<file path="src/status_pkg.sv">
// Constants and state types for the event status and service request block.
// Assumes every user of it names items as status_pkg::name, with no import.
`default_nettype none

package status_pkg;

  localparam int STAT_W = 8;

  localparam int BIT_SUBPROG = 0;
  localparam int BIT_LIMIT = 1;
  localparam int BIT_SRQ_CMD = 2;
  localparam int BIT_POWER_ON = 3;
  localparam int BIT_READY = 4;
  localparam int BIT_ERROR = 5;
  localparam int BIT_SUMMARY = 6;
  localparam int BIT_DATA = 7;

  localparam logic [7:0] STATUS_RST = 8'h00;
  localparam logic [7:0] SVC_MASK_RST = 8'h00;
  localparam logic [7:0] ERR_MASK_RST = 8'hFF;
  localparam logic [7:0] READY_HIDE = 8'hEF;
  localparam logic [7:0] SUMMARY_EXCL = 8'hBF;
  localparam logic [7:0] LEVEL_CLEAR = 8'h80;
  localparam logic [7:0] ALL_ONES = 8'hFF;
  localparam logic [7:0] ALL_ZERO = 8'h00;

  typedef struct packed {
    logic [7:0] bits;
  } bank_t;

  typedef struct packed {
    logic [7:0] svc_mask;
    logic [7:0] err_mask;
    logic por;
    logic [7:0] query_data;
    logic query_valid;
    logic [7:0] poll_data;
    logic poll_valid;
  } ctrl_t;

endpackage : status_pkg

`default_nettype wire

</file>
<file path="src/status_if.sv">
// Carrier between the control logic and the status bit bank.
// Assumes both sides run on the same clock.
`default_nettype none

interface status_if;
  logic [7:0] set;
  logic [7:0] clear;
  logic [7:0] bits;

  modport ctrl (output set, output clear, input bits);
  modport bank (input set, input clear, output bits);
endinterface : status_if

`default_nettype wire

</file>
<file path="src/status_bank.sv">
// Eight sticky status bits; a set in the same cycle as a clear wins.
// Assumes set and clear come from logic on the same clock.
`default_nettype none

module status_bank (
  input wire logic clk_sys,
  input wire logic rst,
  status_if.bank sb
);

  status_pkg::bank_t state_q;
  status_pkg::bank_t state_d;
  logic [7:0] nxt;

  // Set beats clear so that no event is lost while software clears.
  for (genvar i = 0; i < status_pkg::STAT_W; i++) begin : g_bit
    assign nxt[i] = sb.set[i] | (state_q.bits[i] & ~sb.clear[i]);
  end

  always_comb begin
    state_d = state_q;
    state_d.bits = nxt;
  end

  always_ff @(posedge clk_sys) begin
    if (rst) begin
      state_q.bits <= status_pkg::STATUS_RST;
    end else begin
      state_q <= state_d;
    end
  end

  assign sb.bits = state_q.bits;

endmodule : status_bank

`default_nettype wire

</file>
<file path="src/status_service_request.sv">
// Event status register with enable mask, summary bit and service request line.
// Assumes event inputs, commands and data come from logic on clk_sys.
//
// Notes on behaviour
// - Bit 0 sets when a stored subprogram finishes.
// - Bit 1 sets when a reading leaves the pass/fail limits.
// - Bit 2 sets when the request-service command has run.
// - Bit 3 sets once the power-on sequence has completed.
// - Bit 4 is set while the command path is idle and ready.
// - Bit 5 sets when an error is logged.
// - The error mask keeps masked error sources off bit 5.
// - Bit 6 sets when any enabled other bit is set.
// - Bit 6 stays latched after its cause goes away.
// - Bit 7 follows data waiting in the output buffer.
// - Status query returns the weighted sum and changes no bit.
// - Status query always reports bit 4 as clear.
// - Serial poll with service request asserted clears all bits but those whose cause still holds.
// - Service request line drops when bit 6 clears.
// - Serial poll without service request leaves the register alone.
// - Clear command clears all, but any bit whose cause still holds stays.
// - Service request asserts whenever an enabled bit is set.
// - Masked bits still update but never raise summary or request.
`default_nettype none

module status_service_request (
  input wire logic clk_sys,
  input wire logic rst,
  input wire logic subprog_done,
  input wire logic limit_fail,
  input wire logic srq_cmd_done,
  input wire logic cmd_idle,
  input wire logic [7:0] error_pending,
  input wire logic data_avail,
  input wire logic status_read_query,
  input wire logic serial_poll,
  input wire logic status_clear_command,
  input wire logic service_enable_mask_command,
  input wire logic error_mask_command,
  input wire logic [7:0] cmd_data,
  output logic [7:0] query_data,
  output logic query_valid,
  output logic [7:0] poll_data,
  output logic poll_valid,
  output logic service_request,
  output logic [7:0] event_status,
  output logic [7:0] service_mask,
  output logic [7:0] error_mask
);

  status_if sb ();

  status_pkg::ctrl_t state_q;
  status_pkg::ctrl_t state_d;

  logic err_cond;
  logic summary_cond;
  logic poll_clears;
  logic clear_all;
  logic [7:0] set_vec;
  logic [7:0] clear_vec;
  logic [7:0] set_core;
  logic [7:0] summary_src;

  status_bank u_bank (
    .clk_sys(clk_sys),
    .rst(rst),
    .sb(sb.bank)
  );

  // Only error sources that the mask enables can raise the error bit.
  assign err_cond = |(error_pending & state_q.err_mask);

  // A poll only clears when the request line is already asserted.
  assign poll_clears = serial_poll & sb.bits[status_pkg::BIT_SUMMARY];

  assign clear_all = status_clear_command | poll_clears;

  always_comb begin
    set_core = status_pkg::ALL_ZERO;
    set_core[status_pkg::BIT_SUBPROG] = subprog_done;
    set_core[status_pkg::BIT_LIMIT] = limit_fail;
    set_core[status_pkg::BIT_SRQ_CMD] = srq_cmd_done;
    set_core[status_pkg::BIT_POWER_ON] = state_q.por;
    set_core[status_pkg::BIT_READY] = cmd_idle;
    set_core[status_pkg::BIT_ERROR] = err_cond;
    set_core[status_pkg::BIT_DATA] = data_avail;
  end

  // The summary bit never feeds itself, so its own enable bit is ignored.
  // On a clear only the bits whose cause persists survive, so the summary looks at those.
  // Otherwise it looks at the register and so follows its cause one cycle late.
  assign summary_src = clear_all ? set_core : sb.bits;
  assign summary_cond = |(summary_src & state_q.svc_mask & status_pkg::SUMMARY_EXCL);

  always_comb begin
    set_vec = set_core;
    set_vec[status_pkg::BIT_SUMMARY] = summary_cond;
  end

  // Bit 7 is a plain level, so it is cleared every cycle and re-set while data waits.
  // Bits 4 to 6 survive a clear while their cause holds, because the set wins.
  always_comb begin
    clear_vec = status_pkg::LEVEL_CLEAR;
    if (clear_all) begin
      clear_vec = status_pkg::ALL_ONES;
    end
  end

  assign sb.set = set_vec;
  assign sb.clear = clear_vec;

  always_comb begin
    state_d = state_q;
    state_d.por = 1'b0;
    state_d.query_valid = 1'b0;
    state_d.poll_valid = 1'b0;
    if (service_enable_mask_command) begin
      state_d.svc_mask = cmd_data;
    end
    if (error_mask_command) begin
      state_d.err_mask = cmd_data;
    end
    if (status_read_query) begin
      // The block is busy with this very query, so ready always reads clear.
      state_d.query_data = sb.bits & status_pkg::READY_HIDE;
      state_d.query_valid = 1'b1;
    end
    if (serial_poll) begin
      state_d.poll_data = sb.bits;
      state_d.poll_valid = 1'b1;
    end
  end

  always_ff @(posedge clk_sys) begin
    if (rst) begin
      state_q.svc_mask <= status_pkg::SVC_MASK_RST;
      state_q.err_mask <= status_pkg::ERR_MASK_RST;
      state_q.por <= 1'b1;
      state_q.query_data <= status_pkg::ALL_ZERO;
      state_q.query_valid <= 1'b0;
      state_q.poll_data <= status_pkg::ALL_ZERO;
      state_q.poll_valid <= 1'b0;
    end else begin
      state_q <= state_d;
    end
  end

  assign query_data = state_q.query_data;
  assign query_valid = state_q.query_valid;
  assign poll_data = state_q.poll_data;
  assign poll_valid = state_q.poll_valid;
  assign service_request = sb.bits[status_pkg::BIT_SUMMARY];
  assign event_status = sb.bits;
  assign service_mask = state_q.svc_mask;
  assign error_mask = state_q.err_mask;

  logic any_event;
  assign any_event = subprog_done | limit_fail | srq_cmd_done | state_q.por;

  // Causes that are still present when a clear lands, in status bit order.
  logic [7:0] cause_vec;
  assign cause_vec = {data_avail, 1'b0, |(error_pending & error_mask), cmd_idle,
    state_q.por, srq_cmd_done, limit_fail, subprog_done};
endmodule : status_service_request

`default_nettype wire

</file>
<file path="config.mk">
export PLATFORM = sky130hd
export DESIGN_NAME = status_service_request
export DESIGN_NICKNAME = d
export VERILOG_FILES = /design/src/status_pkg.sv /design/src/status_if.sv /design/src/status_bank.sv /design/src/status_service_request.sv
export SDC_FILE = /design/constraint.sdc
export NUM_CORES = 1
export LEC_CHECK = 0
export BUFFER_PORTS_ARGS = -buffer_cell sky130_fd_sc_hd__buf_2
export CAP_MARGIN = 15
export CORE_MARGIN = 5
export CORE_UTILIZATION = 30
export DETAILED_ROUTE_END_ITERATION = 16
export PLACE_DENSITY = 0.52
export SLEW_MARGIN = 20
export SYNTH_ARGS = -nofsm -noshare
export SYNTH_HDL_FRONTEND = slang
export SYNTH_SLANG_ARGS = --single-unit
export TNS_END_PERCENT = 100
</file>
<file path="constraint.sdc">
create_clock -name clk_sys -period 2.02 [get_ports clk_sys]
set_input_delay 0.101 -clock clk_sys [delete_from_list [all_inputs] [get_ports clk_sys]]
set_output_delay 0.101 -clock clk_sys [all_outputs]
set_load 0.005 [all_outputs]
</file>
## Word-level counts from Yosys, hierarchy flattened

Index checks and enable logic that the tools add are counted.

- Add/subtract/negate cells: 0
- Multipliers: 0
- Bitwise operators: 28
- Eq/ne operators: 0
- Div/mod/pow operators: 0
- Shift-type cells: 0
- Multiplexer cells: 5
- Order comparisons: 0
- Reductions and logical operators: 2

Operators by type and width:

| kind | count |
|---|---|
| 2-to-1 mux 19 bit | 1 |
| 2-to-1 mux 9 bit | 2 |
| bitwise AND 8 bit | 2 |
| bitwise AND 1 bit | 9 |
| bitwise OR 1 bit | 9 |
| 2-to-1 mux 8 bit | 1 |
| OR reduction 8 bit | 1 |
| 2-to-1 mux 7 bit | 1 |
| NOT 1 bit | 7 |
| OR reduction 7 bit | 1 |
| NOT 1 bit, first input constant | 1 |

- Latch bits: 0
- Memory bits (writable): 0
- Bits in read-only memories: 0
- Memories kept: 0
- Input port bits: 28
- Flip-flop bits (word level): 42
- Logic and storage cells: 43

## Longest topological paths before layout

- Word-level depth: 6
- Gate-level depth with buffers: 5

## Modules after synthesis

A second synthesis with hierarchy kept.

- Cells, all modules: 161
- Area total of the unflattened synthesis: 1737.9 um^2

Modules (own cells, without submodules):

| module | cells each | sequential area each (um^2) | area an instance (um^2) | times used |
|---|---|---|---|---|
| status_service_request | 128 | 680.7 | 1356.3 | 1 |
| status_bank | 33 | 160.2 | 381.6 | 1 |

## Worst setup path after synthesis

OpenSTA, ideal clock, no wires.

- Path kind: reg-to-reg
- Start: register, netlist name u_bank.sb.bits[6]
- End: register, netlist name u_bank.sb.bits[6]
- Cell stages (with the launch flop): 5
- Period minus slack after synthesis: 1475 ps
- Buffers on the path: 0
- Slack: 545 ps
- Arrival time: 1331 ps
- Path through: dfxtp_1 -> a21oi_2 -> mux2_4 -> a222oi_1 -> a41oi_1

- Word-level cells in the longest chain between the ends: 6
- Elaborated cells between the ends (all ways): 9

RTL lines:

| what | RTL line | text |
|---|---|---|
| bitwise AND 1 bit | status_service_request.sv:74 | `assign poll_clears = serial_poll & sb.bits[status_pkg::BIT_SUMMARY];` |
| bitwise OR 1 bit | status_service_request.sv:76 | `assign clear_all = status_clear_command \| poll_clears;` |
| 2-to-1 mux 8 bit or 2-to-1 mux 7 bit (tied branches) | status_service_request.sv:92, status_service_request.sv:104 |  |
| bitwise AND 8 bit or NOT 1 bit (tied branches) | status_service_request.sv:93, status_bank.sv:17 |  |
| OR reduction 7 bit or bitwise AND 1 bit (tied branches) | status_service_request.sv:93, status_bank.sv:17 |  |
| bitwise OR 1 bit * | status_bank.sv:17 | `assign nxt[i] = sb.set[i] \| (state_q.bits[i] & ~sb.clear[i]);` |

Every way passes the cells marked *; elsewhere a longest branch is shown, timed or not.
A chain may end at the register's enable or synchronous reset.

## Final worst setup path

- Start: register, netlist name u_bank.sb.bits[6]
- End: register, netlist name u_bank.sb.bits[6]

- Word-level cells in the longest chain between the ends: 6
- Elaborated cells between the ends (all ways): 9

RTL lines:

| what | RTL line |
|---|---|
| bitwise AND 1 bit | status_service_request.sv:74 |
| bitwise OR 1 bit | status_service_request.sv:76 |
| 2-to-1 mux 8 bit or 2-to-1 mux 7 bit (tied branches) | status_service_request.sv:92, status_service_request.sv:104 |
| bitwise AND 8 bit or NOT 1 bit (tied branches) | status_service_request.sv:93, status_bank.sv:17 |
| OR reduction 7 bit or bitwise AND 1 bit (tied branches) | status_service_request.sv:93, status_bank.sv:17 |
| bitwise OR 1 bit * | status_bank.sv:17 |

Marks and branches as above.

==> flow_summary.html <==
<table>
<tr><th>Metric</th><th>Value</th></tr>
<tr><th colspan="2">Floorplanning</th></tr>
<tr><td>Initial core utilization</td><td>30.96%</td></tr>
<tr><td>Die ar.</td><td>6862 um^2</td></tr>
<tr><td>Row cnt</td><td>26</td></tr>
<tr><td>Top-level port count</td><td>71</td></tr>
<tr><td>Floorplan Core Area</td><td>5140 um^2</td></tr>
<tr><td>DIE HEIGHT</td><td>82.84 um</td></tr>
<tr><td>Horiz. Die Dim</td><td>82.84 um</td></tr>
<tr><th colspan="2">Clock tree</th></tr>
<tr><td># H-tree levels</td><td>2</td></tr>
<tr><td>Worst-case clock buffer depth</td><td>2</td></tr>
<tr><td>Clock tree from TritonCTS</td><td>built</td></tr>
<tr><td>Cts hold-fix bufs</td><td>0</td></tr>
<tr><td>TritonCTS Buffers</td><td>5</td></tr>
<tr><td># clock sinks</td><td>42</td></tr>
<tr><td>Clock transition at the register clock pins on the worst setup and hold paths after CTS</td><td>0.08 ns</td></tr>
<tr><td>Skew-Pair Late Insertion Delay</td><td>0.29 ns</td></tr>
<tr><td>Setup fix buffers added after clock tree synthesis</td><td>0</td></tr>
<tr><td>Number of resized instances in the post-cts repair step</td><td>0</td></tr>
<tr><td>Clk root buf</td><td>clkbuf_8</td></tr>
<tr><th colspan="2">Synth</th></tr>
<tr><td>Number of enable-type register cells in the synthesized netlist</td><td>0</td></tr>
<tr><td>Share of async-settable or async-resettable flops after synthesis</td><td>0%</td></tr>
<tr><td>Synth Flop Type</td><td>dfxtp_1</td></tr>
<tr><td>Most frequent cell after synthesis</td><td>dfxtp_1</td></tr>
<tr><td>Syn_area_per_cell</td><td>10.40 um^2</td></tr>
<tr><td>Number of register bits inferred by synthesis</td><td>42</td></tr>
<tr><td>Post-synthesis net count</td><td>181</td></tr>
<tr><td>Synth top area share</td><td>52.83%</td></tr>
<tr><td>Sequential-to-total area share from yosys stat</td><td>52.83%</td></tr>
<tr><td>Gate count of the mapped netlist</td><td>153</td></tr>
<tr><td>Largest cells by area after synthesis</td><td>dfxtp_1 (53%), mux2i_1 (14%), nor2_1 (7.1%)</td></tr>
<tr><td>Most used standard cells in the synthesized netlist</td><td>dfxtp_1 (42), nor2_1 (30), mux2i_1 (23)</td></tr>
<tr><td>Cell area after technology mapping</td><td>1592 um^2</td></tr>
<tr><td>Library cell with the largest summed area after synthesis</td><td>dfxtp_1</td></tr>
<tr><td>Number of library cell types mapped by synthesis</td><td>25</td></tr>
<tr><td>Number of warnings printed during yosys synthesis</td><td>0</td></tr>
<tr><th colspan="2">Detailed routing</th></tr>
<tr><td>Via count</td><td>1288</td></tr>
<tr><td>Routed wire length</td><td>4023 um</td></tr>
<tr><td>Detailed router's first-iteration violation count</td><td>44</td></tr>
<tr><td>Post-DRT Antenna Nets</td><td>0</td></tr>
<tr><td>Number of iterations in the first detailed-routing pass</td><td>4</td></tr>
<tr><td>Average vias per placed instance</td><td>4.411</td></tr>
<tr><td>Routed wire per std cell</td><td>13.78 um</td></tr>
<tr><td>Number of design rule violations left after detail routing</td><td>0</td></tr>
<tr><th colspan="2">STA</th></tr>
<tr><td>Smallest hold slack</td><td>0.02261 ns</td></tr>
<tr><td>Clock tree skew after final layout</td><td>0.001355 ns</td></tr>
<tr><td>Slew margin rel.</td><td>50.46%</td></tr>
<tr><td>Final cycle utilization of the critical path</td><td>80.94%</td></tr>
<tr><td>Worst Tran Pin Value</td><td>0.7430 ns</td></tr>
<tr><td>Number of setup violations in the final report</td><td>0</td></tr>
<tr><td>Hold Violations, Final</td><td>0</td></tr>
<tr><td>Final-report max-slew violation count</td><td>0</td></tr>
<tr><td>Min Clock Period, post-route</td><td>1.635 ns</td></tr>
<tr><td>Unrepaired setup endpoints after global routing</td><td>no</td></tr>
<tr><td>Maximum clock frequency</td><td>611.7 MHz</td></tr>
<tr><td>Setup TNS after final layout</td><td>0 ns</td></tr>
<tr><th colspan="2">Power and ir drop</th></tr>
<tr><td>Sw Ratio</td><td>25.68%</td></tr>
<tr><td>Total leakage power</td><td>0.001022 uW</td></tr>
<tr><td>Cell area power density</td><td>823.8 nW/um^2</td></tr>
<tr><td>Clock network power share</td><td>33.2%</td></tr>
<tr><td>Maximum VDD drop</td><td>442.7 uV</td></tr>
<tr><td>Overall Power</td><td>1717 uW</td></tr>
<tr><td>Internal power</td><td>1276 uW</td></tr>
<tr><td>Share of total power in combinational logic</td><td>13.6%</td></tr>
<tr><td>Sequential power share</td><td>53.2%</td></tr>
<tr><td>Net Sw Power</td><td>440.9 uW</td></tr>
<tr><th colspan="2">Worst setup path</th></tr>
<tr><td>Data required time at the worst endpoint</td><td>2.16 ns</td></tr>
<tr><td>Category of the critical setup timing path</td><td>register to register</td></tr>
<tr><td>Setup crit end kind</td><td>register</td></tr>
<tr><td>Maximum fanout count along the critical path</td><td>9</td></tr>
<tr><td>Element type at the critical path start</td><td>register</td></tr>
<tr><td>Worst EP arrival</td><td>1.77 ns</td></tr>
<tr><th colspan="2">Worst hold path</th></tr>
<tr><td>Class of the worst hold path</td><td>input pin to register</td></tr>
<tr><th colspan="2">Placed design</th></tr>
<tr><td>Cell Area, Placed</td><td>1989 um^2</td></tr>
<tr><td>Final estimated routing congestion in global placement</td><td>0.6961</td></tr>
<tr><td>Number of buffer cells added on primary ports</td><td>69</td></tr>
<tr><td>Post-DP HPWL</td><td>2982 um</td></tr>
<tr><th colspan="2">Global routing</th></tr>
<tr><td>GR Overflow Total</td><td>0</td></tr>
<tr><td>Global-route wire length before repair</td><td>6354 um</td></tr>
<tr><td>Overall Global Routing Usage</td><td>11.45%</td></tr>
<tr><td>Number of global-route vias before repair</td><td>1269</td></tr>
<tr><td>Initial antenna violation count</td><td>0</td></tr>
<tr><td>Maximum number of pins on one net before global-route repair</td><td>43</td></tr>
<tr><th colspan="2">Run status</th></tr>
<tr><td>Status</td><td>completed</td></tr>
<tr><th colspan="2">Final layout</th></tr>
<tr><td>Utilization after layout</td><td>40.56%</td></tr>
<tr><td>Number of filler instances in the final layout</td><td>552</td></tr>
<tr><td>Synthesis-to-layout area growth</td><td>30.97%</td></tr>
<tr><td>Summed area of non-filler cells in the final layout</td><td>2085 um^2</td></tr>
<tr><td>Share of final-layout standard cells stronger than drive strength 1</td><td>38.74%</td></tr>
<tr><td>Number of diodes</td><td>0</td></tr>
<tr><td>Layout net count</td><td>249</td></tr>
<tr><th colspan="2">Run</th></tr>
<tr><td>Count of maximum capacitance violations</td><td>0</td></tr>
</table>
==> critical path: stages, from the launching register on <==
cell and delay (ns):
dfxtp_1 0.33, a21oi_2 0.24, buf_4 0.21, mux2_2 0.34
a22oi_1 0.22, a41oi_1 0.14
==> placed cells by master (no fill, tap or decap), drive strengths merged <==
master / count
nand2: 1
mux2i: 23
a22o: 2
and2: 1
conb: 1
a41oi: 1
a22oi: 5
buf: 72
o21ai: 1
nand3: 1
clkbuf: 6
nor3: 1
o311ai: 1
nor2b: 11
mux2: 5
nor2: 30
nand2b: 1
dfxtp: 42
a211o: 8
a222oi: 1
clkinv: 1
clkinvlp: 1
a21oi: 6
==> cell type report <==
cell class,instances,area (um^2),area share [%]
sequential,42,840.8,40.34
multi-input combinational,100,693.2,33.25
timing repair buffer,72,367.9,17.65
tap,70,87.58,4.202
clock buffer,6,82.58,3.962
clock inverter,2,12.51,0.6002
==> worst paths after layout <==
path | from | to | slack, ns | depth (start not counted)
worst min register to register | cause_vec[3] | u_bank.sb.bits[3] | 0.49 | 2
worst max-delay path | u_bank.sb.bits[6] | u_bank.sb.bits[6] | 0.39 | 5
worst max register to register | u_bank.sb.bits[6] | u_bank.sb.bits[6] | 0.39 | 5
worst min-delay path | cmd_data[0] | error_mask[0] | 0.02 | 2
==> sequential cells by signal, summed over array words and instances (netlist names) <==
name            count
query_valid         1
cause_vec           1
u_bank.sb.bits      8
query_data          7
poll_valid          1
service_mask        8
poll_data           8
error_mask          8
==> through the flow <==
stage               worst slack, ns  std cells
finish                       0.3851        292
global route                 0.2916        292
CTS                          0.3771        292
detailed placement           0.4007        284
global placement             0.4477        284
floorplan                    0.5448        153
==> layer usage <==
metal	vias up	GRT usage (%)	routed length (um)
met4	0	2.675	39
met3	4	4.455	208
met5	-	0	0
met2	30	19.31	1983
li1	667	-	-
met1	587	13.69	1792
==> power groups by stage <==
stage | Clock, uW | Combinational, uW | Sequential [uW]
2_1_floorplan | 0 | 127 | 935
3_3_place_gp | 0 | 236 | 935
3_5_place_dp | 0 | 238 | 934
4_1_cts | 590 | 239 | 915
5_1_grt | 629 | 259 | 923
6_report | 570 | 233 | 914
==> cells by family after synthesis <==
logic type | Yosys count | share of synthesized area [%]
DFF | 42 | 52.83
other | 1 | 0.2356
buffers and inverters | 11 | 3.616
AOI/OAI and AO/OA | 25 | 12.03
and+or+nand+nor | 46 | 13.05
muxes | 28 | 18.24
(Power assumes the default switching activity.)
